`config.mk`:
```
export PLATFORM = sky130hd
export DESIGN_NAME = qdac_device_flat
export DESIGN_NICKNAME = d
export VERILOG_FILES = /design/src/hw/qdac_pkg.sv /design/src/hw/qdac_link_if.sv /design/src/hw/qdac_device.sv /design/src/flat_wrapper.sv
export SDC_FILE = /design/constraint.sdc
export NUM_CORES = 1
export LEC_CHECK = 0
export ABC_AREA = 1
export BUFFER_PORTS_ARGS = -buffer_cell sky130_fd_sc_hd__buf_2
export CAP_MARGIN = 40
export CORE_MARGIN = 2
export CORE_UTILIZATION = 30
export DETAILED_ROUTE_END_ITERATION = 6
export GPL_TIMING_DRIVEN = 0
export SLEW_MARGIN = 25
export SYNTH_ARGS = -nofsm -noshare
export SYNTH_HDL_FRONTEND = slang
export SYNTH_SLANG_ARGS = --single-unit
```
`constraint.sdc`:
```
create_clock -name sys_clk_i -period 17.2 [get_ports sys_clk_i]
set_input_delay 0.86 -clock sys_clk_i [delete_from_list [all_inputs] [get_ports sys_clk_i]]
set_output_delay 0.86 -clock sys_clk_i [all_outputs]
set_load 0.1 [all_outputs]
```
`src/hw/qdac_pkg.sv`:
```
// Shared constants and types for the quad converter serial link and its host
package qdac_pkg;

  // Frame geometry
  localparam int FRAME_BITS  = 24;
  localparam int CNT_W       = 5;
  localparam int CHANNELS    = 4;
  localparam int SEL_W       = 2;
  localparam int DATA_W      = 16;
  localparam int ENTRY_W     = DATA_W + 1;
  localparam int PD_MODE_W   = 2;

  // Field positions inside the 24-bit frame
  localparam int LOAD_HI_BIT = 21;
  localparam int LOAD_LO_BIT = 20;
  localparam int SEL_HI_BIT  = 18;
  localparam int SEL_LO_BIT  = 17;
  localparam int PD_FLAG_BIT = 16;
  localparam int PD_MODE_HI  = 15;
  localparam int PD_MODE_LO  = 14;

  // Field position of the power-down flag inside a stored channel entry
  localparam int ENTRY_PD_BIT = 16;

  localparam logic [CNT_W-1:0]   LAST_BIT_IDX = 5'h17;
  localparam logic [CNT_W-1:0]   FRAME_FULL   = 5'h18;
  localparam logic [DATA_W-1:0]  TWOS_MASK    = 16'h8000;
  localparam logic [ENTRY_W-1:0] ENTRY_RESET  = 17'h00000;

  // Sampled pin vector on the device side: {strobe, select, clock, data}
  localparam int PIN_N    = 4;
  localparam int PIN_DIN  = 0;
  localparam int PIN_SCLK = 1;
  localparam int PIN_SYNC = 2;
  localparam int PIN_LOAD_ALL_STROBE = 3;
  localparam logic [PIN_N-1:0] PINS_IDLE = 4'h4;

  // Timing, in ns, and the derived counts at the system clock rate
  localparam int SYS_CLK_MHZ    = 200;
  localparam int GAP_NS         = 130;
  localparam int SYNC_HIGH_NS   = 40;
  localparam int GAP_CYC        = (GAP_NS * SYS_CLK_MHZ + 999) / 1000;
  localparam int SYNC_HIGH_CYC  = (SYNC_HIGH_NS * SYS_CLK_MHZ + 999) / 1000;
  localparam int SCLK_HALF_DEF  = 16;
  localparam int TIMER_W        = 8;

  typedef enum logic [1:0] {
    LOAD_STORE  = 2'h0,
    LOAD_UPDATE = 2'h1,
    LOAD_SIMUL  = 2'h2,
    LOAD_BCAST  = 2'h3
  } qdac_load_e;

  typedef enum logic [1:0] {
    PD_HIZ_A  = 2'h0,
    PD_1K     = 2'h1,
    PD_100K   = 2'h2,
    PD_HIZ_B  = 2'h3
  } qdac_pd_mode_e;

  typedef logic [ENTRY_W-1:0] qdac_entry_t;

endpackage

```
`src/hw/qdac_link_if.sv`:
```
// Serial link and clear pins between the host controller and the converter
`timescale 1ns/1ps
interface qdac_link_if;
  logic sync_n;
  logic sclk;
  logic din;
  logic clear_n;
  logic clear_level_select;
  logic load_all_strobe;

  modport host_mp (
    output sync_n,
    output sclk,
    output din,
    output clear_n,
    output clear_level_select,
    output load_all_strobe
  );

  modport dev_mp (
    input sync_n,
    input sclk,
    input din,
    input clear_n,
    input clear_level_select,
    input load_all_strobe
  );
endinterface

```
`src/hw/qdac_device.sv`:
```
// Converter side: serial frame receiver, command decode and channel registers
// How it works
// - host lowers frame select before first bit
// - sample data on each serial clock fall
// - 24th fall completes frame, then shifter frozen
// - top eight bits control, low sixteen data
// - execute immediately after the 24th fall
// - new frame opens only at select fall
// - early select rise discards partial frame
// - select may stay low or rise after
// - host keeps gap before next select fall
// - clear forces outputs to zero or midscale
// - clear resets every internal register
// - host releases clear before any frame
// - level select fixed from power-up; the pin is read live here, so a later change moves the outputs at once
// - each channel holds unsigned 16-bit code
// - binary or two's complement input coding
// - bits 18:17 pick channel, 19 ignored
// - load command bits choose four update actions
// - power-down flag turns bits 15:14 into mode
// - strobe rise loads all channels from buffers
`timescale 1ns/1ps
module qdac_device (
  input  wire logic                                                  sys_clk_i,
  input  wire logic                                                  reset_i,
  qdac_link_if.dev_mp                                                link,
  output logic [qdac_pkg::CHANNELS-1:0][qdac_pkg::DATA_W-1:0]        dac_code_o,
  output logic [qdac_pkg::CHANNELS-1:0]                              dac_pd_o,
  output logic [qdac_pkg::CHANNELS-1:0][qdac_pkg::PD_MODE_W-1:0]     dac_pd_mode_o,
  output logic                                                       frame_done_o,
  output logic                                                       frame_abort_o
);
  import qdac_pkg::*;

  logic                                  arst;
  logic [PIN_N-1:0]                      pins_raw;
  logic [PIN_N-1:0]                      s1_reg;
  logic [PIN_N-1:0]                      s2_reg;
  logic [PIN_N-1:0]                      s3_reg;
  logic [PIN_N-1:0]                      lvl_reg;
  logic [PIN_N-1:0]                      lvl_prev_reg;
  logic                                  sclk_fall;
  logic                                  sync_fall;
  logic                                  sync_rise;
  logic                                  load_all_strobe_rise;
  logic                                  frame_open_reg;
  logic [CNT_W-1:0]                      bit_cnt_reg;
  logic [FRAME_BITS-1:0]                 shift_reg;
  logic                                  exec_reg;
  logic                                  abort_reg;
  logic [1:0]                            load_cmd;
  logic [SEL_W-1:0]                      chan_sel;
  qdac_entry_t                           entry;
  qdac_entry_t [CHANNELS-1:0]            buf_reg;
  qdac_entry_t [CHANNELS-1:0]            buf_next;
  qdac_entry_t [CHANNELS-1:0]            dac_reg;
  qdac_entry_t [CHANNELS-1:0]            dac_next;
  logic [DATA_W-1:0]                     code_mask;

  // The clear pin acts directly on every flop, like the power-on reset
  assign arst = reset_i | ~link.clear_n;

  assign pins_raw = {link.load_all_strobe, link.sync_n, link.sclk, link.din};

  // Three-stage capture of the pins; a level is taken only when stages two and three agree
  always_ff @(posedge sys_clk_i or posedge arst) begin
    if (arst) begin
      s1_reg <= PINS_IDLE;
      s2_reg <= PINS_IDLE;
      s3_reg <= PINS_IDLE;
    end else begin
      s1_reg <= pins_raw;
      s2_reg <= s1_reg;
      s3_reg <= s2_reg;
    end
  end

  always_ff @(posedge sys_clk_i or posedge arst) begin
    if (arst) begin
      lvl_reg      <= PINS_IDLE;
      lvl_prev_reg <= PINS_IDLE;
    end else begin
      lvl_reg      <= ((s2_reg ~^ s3_reg) & s3_reg) | ((s2_reg ^ s3_reg) & lvl_reg);
      lvl_prev_reg <= lvl_reg;
    end
  end

  assign sclk_fall = lvl_prev_reg[PIN_SCLK] & ~lvl_reg[PIN_SCLK];
  assign sync_fall = lvl_prev_reg[PIN_SYNC] & ~lvl_reg[PIN_SYNC];
  assign sync_rise = ~lvl_prev_reg[PIN_SYNC] & lvl_reg[PIN_SYNC];
  assign load_all_strobe_rise = ~lvl_prev_reg[PIN_LOAD_ALL_STROBE] & lvl_reg[PIN_LOAD_ALL_STROBE];

  // Frame tracking: select opens and closes, the counter never runs past a full frame
  always_ff @(posedge sys_clk_i or posedge arst) begin
    if (arst) begin
      frame_open_reg <= 1'b0;
      bit_cnt_reg    <= '0;
      abort_reg      <= 1'b0;
    end else begin
      abort_reg <= 1'b0;
      if (sync_fall) begin
        frame_open_reg <= 1'b1;
        bit_cnt_reg    <= '0;
      end else if (sync_rise) begin
        frame_open_reg <= 1'b0;
        bit_cnt_reg    <= '0;
        abort_reg      <= frame_open_reg & (bit_cnt_reg != FRAME_FULL);
      end else if (frame_open_reg && sclk_fall && bit_cnt_reg != FRAME_FULL) begin
        bit_cnt_reg <= bit_cnt_reg + 1'b1;
      end
    end
  end

  // First sampled bit ends up at the top of the word
  always_ff @(posedge sys_clk_i or posedge arst) begin
    if (arst) begin
      shift_reg <= '0;
    end else if (frame_open_reg && !sync_rise && !sync_fall && sclk_fall && bit_cnt_reg != FRAME_FULL) begin
      shift_reg <= {shift_reg[FRAME_BITS-2:0], lvl_reg[PIN_DIN]};
    end
  end

  // One-cycle execute pulse in the cycle after the last bit lands, whatever select does next
  always_ff @(posedge sys_clk_i or posedge arst) begin
    if (arst) begin
      exec_reg <= 1'b0;
    end else begin
      exec_reg <= frame_open_reg & ~sync_rise & ~sync_fall & sclk_fall &
                  (bit_cnt_reg == LAST_BIT_IDX);
    end
  end

  assign frame_done_o  = exec_reg;
  assign frame_abort_o = abort_reg;

  // Field split of the locked word; bits 23, 22 and 19 are not looked at
  assign load_cmd = shift_reg[LOAD_HI_BIT:LOAD_LO_BIT];
  assign chan_sel = shift_reg[SEL_HI_BIT:SEL_LO_BIT];

  // A power-down entry keeps only the mode bits; the data field is dropped
  always_comb begin
    if (shift_reg[PD_FLAG_BIT]) begin
      entry = {1'b1, shift_reg[PD_MODE_HI:PD_MODE_LO], {(DATA_W-PD_MODE_W){1'b0}}};
    end else begin
      entry = {1'b0, shift_reg[DATA_W-1:0]};
    end
  end

  // Buffer and output register updates; a strobe in the same cycle sees the new buffers
  always_comb begin
    buf_next = buf_reg;
    dac_next = dac_reg;
    if (exec_reg) begin
      case (qdac_load_e'(load_cmd))
        LOAD_STORE: begin
          buf_next[chan_sel] = entry;
        end
        LOAD_UPDATE: begin
          buf_next[chan_sel] = entry;
          dac_next[chan_sel] = entry;
        end
        LOAD_SIMUL: begin
          buf_next[chan_sel] = entry;
          dac_next           = buf_next;
        end
        LOAD_BCAST: begin
          if (shift_reg[SEL_HI_BIT]) begin
            for (int i = 0; i < CHANNELS; i++) begin
              buf_next[i] = entry;
              dac_next[i] = entry;
            end
          end else begin
            dac_next = buf_next;
          end
        end
        default: begin
          dac_next = dac_reg;
        end
      endcase
    end
    if (load_all_strobe_rise) begin
      dac_next = buf_next;
    end
  end

  always_ff @(posedge sys_clk_i or posedge arst) begin
    if (arst) begin
      for (int i = 0; i < CHANNELS; i++) begin
        buf_reg[i] <= ENTRY_RESET;
      end
    end else begin
      buf_reg <= buf_next;
    end
  end

  always_ff @(posedge sys_clk_i or posedge arst) begin
    if (arst) begin
      for (int i = 0; i < CHANNELS; i++) begin
        dac_reg[i] <= ENTRY_RESET;
      end
    end else begin
      dac_reg <= dac_next;
    end
  end

  // Registers keep the raw input code. In two's complement mode the sign bit is flipped
  // on the way out, so the all-zero reset code lands at midscale without a port in the
  // reset branch. The select pin is read live so a clear takes effect at once; it is
  // expected to stay put after power-up.
  assign code_mask = link.clear_level_select ? TWOS_MASK : '0;

  always_comb begin
    for (int i = 0; i < CHANNELS; i++) begin
      dac_code_o[i]    = dac_reg[i][DATA_W-1:0] ^ code_mask;
      dac_pd_o[i]      = dac_reg[i][ENTRY_PD_BIT];
      dac_pd_mode_o[i] = dac_reg[i][PD_MODE_HI:PD_MODE_LO];
    end
  end

endmodule // qdac_device

```
`src/flat_wrapper.sv`:
```
// flat-port wrapper written by rule: the top's interface ports become plain ports
module qdac_device_flat import qdac_pkg::*;
  (sys_clk_i, reset_i, dac_code_o, dac_pd_o, dac_pd_mode_o, frame_done_o, frame_abort_o, link_sync_n, link_sclk, link_din, link_clear_n, link_clear_level_select, link_load_all_strobe);
  qdac_link_if link_i ();
  input  wire logic sys_clk_i;
  input  wire logic reset_i;
  output logic [qdac_pkg::CHANNELS-1:0][qdac_pkg::DATA_W-1:0] dac_code_o;
  output logic [qdac_pkg::CHANNELS-1:0] dac_pd_o;
  output logic [qdac_pkg::CHANNELS-1:0][qdac_pkg::PD_MODE_W-1:0] dac_pd_mode_o;
  output logic frame_done_o;
  output logic frame_abort_o;
  input wire logic [$bits(link_i.sync_n)-1:0] link_sync_n;
  input wire logic [$bits(link_i.sclk)-1:0] link_sclk;
  input wire logic [$bits(link_i.din)-1:0] link_din;
  input wire logic [$bits(link_i.clear_n)-1:0] link_clear_n;
  input wire logic [$bits(link_i.clear_level_select)-1:0] link_clear_level_select;
  input wire logic [$bits(link_i.load_all_strobe)-1:0] link_load_all_strobe;
  assign link_i.sync_n = link_sync_n;
  assign link_i.sclk = link_sclk;
  assign link_i.din = link_din;
  assign link_i.clear_n = link_clear_n;
  assign link_i.clear_level_select = link_clear_level_select;
  assign link_i.load_all_strobe = link_load_all_strobe;
  qdac_device u_core (.sys_clk_i(sys_clk_i), .reset_i(reset_i), .link(link_i), .dac_code_o(dac_code_o), .dac_pd_o(dac_pd_o), .dac_pd_mode_o(dac_pd_mode_o), .frame_done_o(frame_done_o), .frame_abort_o(frame_abort_o));
endmodule
```
==> impl_metrics.json <==
{
  "status": "finished clean",
  "n_antenna_cell": 0,
  "grt_start_max_net_pins": 25,
  "cp_top_family": "simple AND/OR/NAND/NOR gates",
  "finalWirelength_um": 44800,
  "dr.pass1.iters": 7,
  "grtUsageTotal_pct": 23.3,
  "first_global_vias": 11700,
  "grt_overflow": 0,
  "hpwlAfterDp_um": 32700,
  "crit_slowest_cell": "nor2_1",
  "fp.dieW_um": 199,
  "clk_pin_slew_ns": 0.07,
  "fill_cells": 4095,
  "power_density_nw_per_um2": 140,
  "cp_slowest_stage_delay_ns": 0.73,
  "place.port_buffers": 85,
  "setup_viol_count_final": 0,
  "yosys_warnings": 0,
  "largest_register_ffs": 68,
  "clockRootBuffer": "clkbuf_16",
  "synthCells": 1756,
  "max-vdd-ir-drop_mv": 0.115,
  "p_comb_share_pct": 48.2,
  "die-area_um2": 39700,
  "drive_gt1_share_pct": 11.4,
  "critPathArrivalTime_ns": 3.00,
  "io_pins": 86,
  "post_cts_resized": 0,
  "regToRegEndpoint": "u_core.dac_reg[41]$_DFFE_PP0P_",
  "route.detailed.drc": 0,
  "power.leakage_nw": 7.16,
  "ff_latch_area_um2": 4640,
  "postSynth.asyncResetShare_pct": 100,
  "synth_seq_cells": 185,
  "nets": 1894,
  "post_cts.repair.setup_buffers": 0,
  "chipHeight_um": 199,
  "power.total_mw": 1.88,
  "synth-edff-count": 0,
  "internal_power_mw": 0.873,
  "syn-num-nets": 1774,
  "netlist_area_um2": 11400,
  "r2r-start": "u_core.shift_reg[16]$_DFFE_PP0P_",
  "gp_congestion": 0.969,
  "synth_seq_area_share_pct": 40.5,
  "htree_levels": 4,
  "final.setup.worst_slack_ns": 14.60,
  "sw_frac_of_total_pct": 53.5,
  "rsz0062_at_grt": "false",
  "grt_pass1_wl_um": 69100,
  "cts_tree": "done",
  "worst_pin_slew_ns": 1.02,
  "crit_path_max_fanout": 10,
  "synth_cell_types": 33,
  "min_delay_path_depth": 0,
  "clock_skew_ns": 0.0185,
  "multi_input_area_um2": 5820,
  "whs_endpoint": "u_core.s2_reg[3]$_DFF_PP0_",
  "hold_class": "reg2reg",
  "crit_type": "reg2reg",
  "synth_area_leaders": "dfrtp_1, nand2_1, nand3_1",
  "cap_violations": 0,
  "period_minus_slack_ns": 2.60,
  "pwr-share-seq_pct": 29.2,
  "critPathCaptureType": "flop",
  "cts-hold-fix-buffers": 0,
  "dp_worst_setup_slack_ns": 14.63,
  "crit_path_frequent_cell": "nand2_1",
  "final_util_pct": 35.6,
  "antenna_left": 0,
  "fin_crit_sh_pct": 15.1,
  "cts_made_buffers": 17,
  "crit_path_start_kind": "flop",
  "num_rows": 71,
  "start_util_pct": 30.4,
  "synth_commonest_cells": "nand2_1, dfrtp_1, nand3_1, inv_1, o21ai_0",
  "rrSetupSlack_ns": 14.60,
  "yosysTopAreaCell": "dfrtp_1",
  "ys_dominant_reg_cell": "dfrtp_1",
  "areaGrowthSynthToFinish_pct": 17.0,
  "synth_top_cell_area_share_pct": 39.4,
  "critPathBufInv": 1,
  "antenna_found_initial": 2,
  "p_sw_mw": 1.00,
  "slew_headroom_pct": 31.8,
  "drt_iter0_markers": 1318,
  "vias_per_cell": 5.05,
  "drv_slew": 0,
  "cts.sinks": 185,
  "report.final.hold_viol_count": 0,
  "p_clk_share_pct": 22.6,
  "dr_total_vias": 12100,
  "cp_cell_sequence": "buf_2 -> nor2_1 -> nand2_1 -> nand2_1 -> nand2_1 -> nand3_1 -> nand2_1 -> nand2_1 -> nand2_1 -> nand2_1",
  "insertion_delay_ns": 0.47,
  "wl_per_cell_um": 18.7,
  "hp-start": "u_core.s1_reg[3]$_DFF_PP0_",
  "clockBufferDepth": 2,
  "yosysMostFrequentCell": "nand2_1",
  "required_ns": 17.60,
  "fmax_mhz": 384,
  "ff2ff_path_depth": 10,
  "coreArea_um2": 37600,
  "synth.avg_cell_area_um2": 6.51
}
## per-stage QoR
step                TNS [ns]  instance area, µm²  instances  hold WS [ns]
finish                     0               13400       2400         0.351
global route               0               13400       2400         0.357
CTS                        0               13400       2399         0.353
detailed placement         0               12800       2367         0.337
global placement      -52.66               12500       2352         0.333
floorplan                  0               11400       1756         0.331
## how the worst max path moves through the flow
stage                                     start                                 to  slack, ns  cells past startpoint
2_1_floorplan                      link_clear_n  u_core.bit_cnt_reg[0]$_DFFE_PP0P_       5.22                      2
3_3_place_gp                       link_clear_n     u_core.dac_reg[13]$_DFFE_PP0P_      -0.31                      3
3_5_place_dp            link_clear_level_select                     dac_code_o[47]      14.63                      3
4_1_cts                 link_clear_level_select                     dac_code_o[15]      14.63                      3
5_1_grt                 link_clear_level_select                     dac_code_o[47]      14.56                      3
6_report       u_core.shift_reg[16]$_DFFE_PP0P_     u_core.dac_reg[41]$_DFFE_PP0P_      14.60                     10
## power groups by stage
stage          combinational [mW]  sequential, mW  clock (mW)
3_5_place_dp                0.899           0.557           0
6_report                    0.904           0.548       0.424
4_1_cts                     0.901           0.550       0.434
5_1_grt                     0.945           0.559       0.450
2_1_floorplan               0.261           0.988           0
3_3_place_gp                0.887           0.557           0
## placed cells by master, fill, tap and decap left out, types with 5 or more instances in the layout
cell       count
and2_1        27
buf_16         5
clkbuf_1      59
nand3_1      164
buf_1         12
dfstp_2        5
clkbuf_16     17
ha_1          10
dfrtp_1      180
a21oi_1       62
inv_2          5
or2_2         21
buf_2        113
inv_1        125
nor2_1        61
o21ai_1       14
a31oi_1       15
buf_4         15
o21ai_0      114
nand2_1      812
## kinds of logic after synthesis
| kind of cell | after synthesis | synth area share, % |
|---|---|---|
| xor+xnor | 4 | 0.306 |
| mux | 1 | 0.0985 |
| buf+inv | 240 | 8.61 |
| compound gates | 213 | 9.70 |
| flops | 185 | 40.5 |
| fa+ha+maj | 10 | 1.09 |
| simple gates | 1103 | 39.7 |
## metal layers
layer	part of all wire, %	vias up	GRT usage (%)	wire (µm)
met5	0.058	-	0	26
met4	5.4	4	14.5	2430
met3	9.1	111	5.33	4090
met2	43	571	34.8	19400
met1	42	5679	30.5	18800
li1	-	5743	-	-
## final cells by class
| class | count | share of cell area [%] |
|---|---|---|
| buffer | 107 | 3.61 |
| clock buffer | 22 | 3.47 |
| clock inverter | 10 | 1.06 |
| inverter | 133 | 3.75 |
| multi-input combinational | 1331 | 43.5 |
| sequential | 185 | 34.6 |
| tap | 511 | 4.78 |
| timing repair buffer | 101 | 5.16 |
Power figures use the tool's default switching activity.
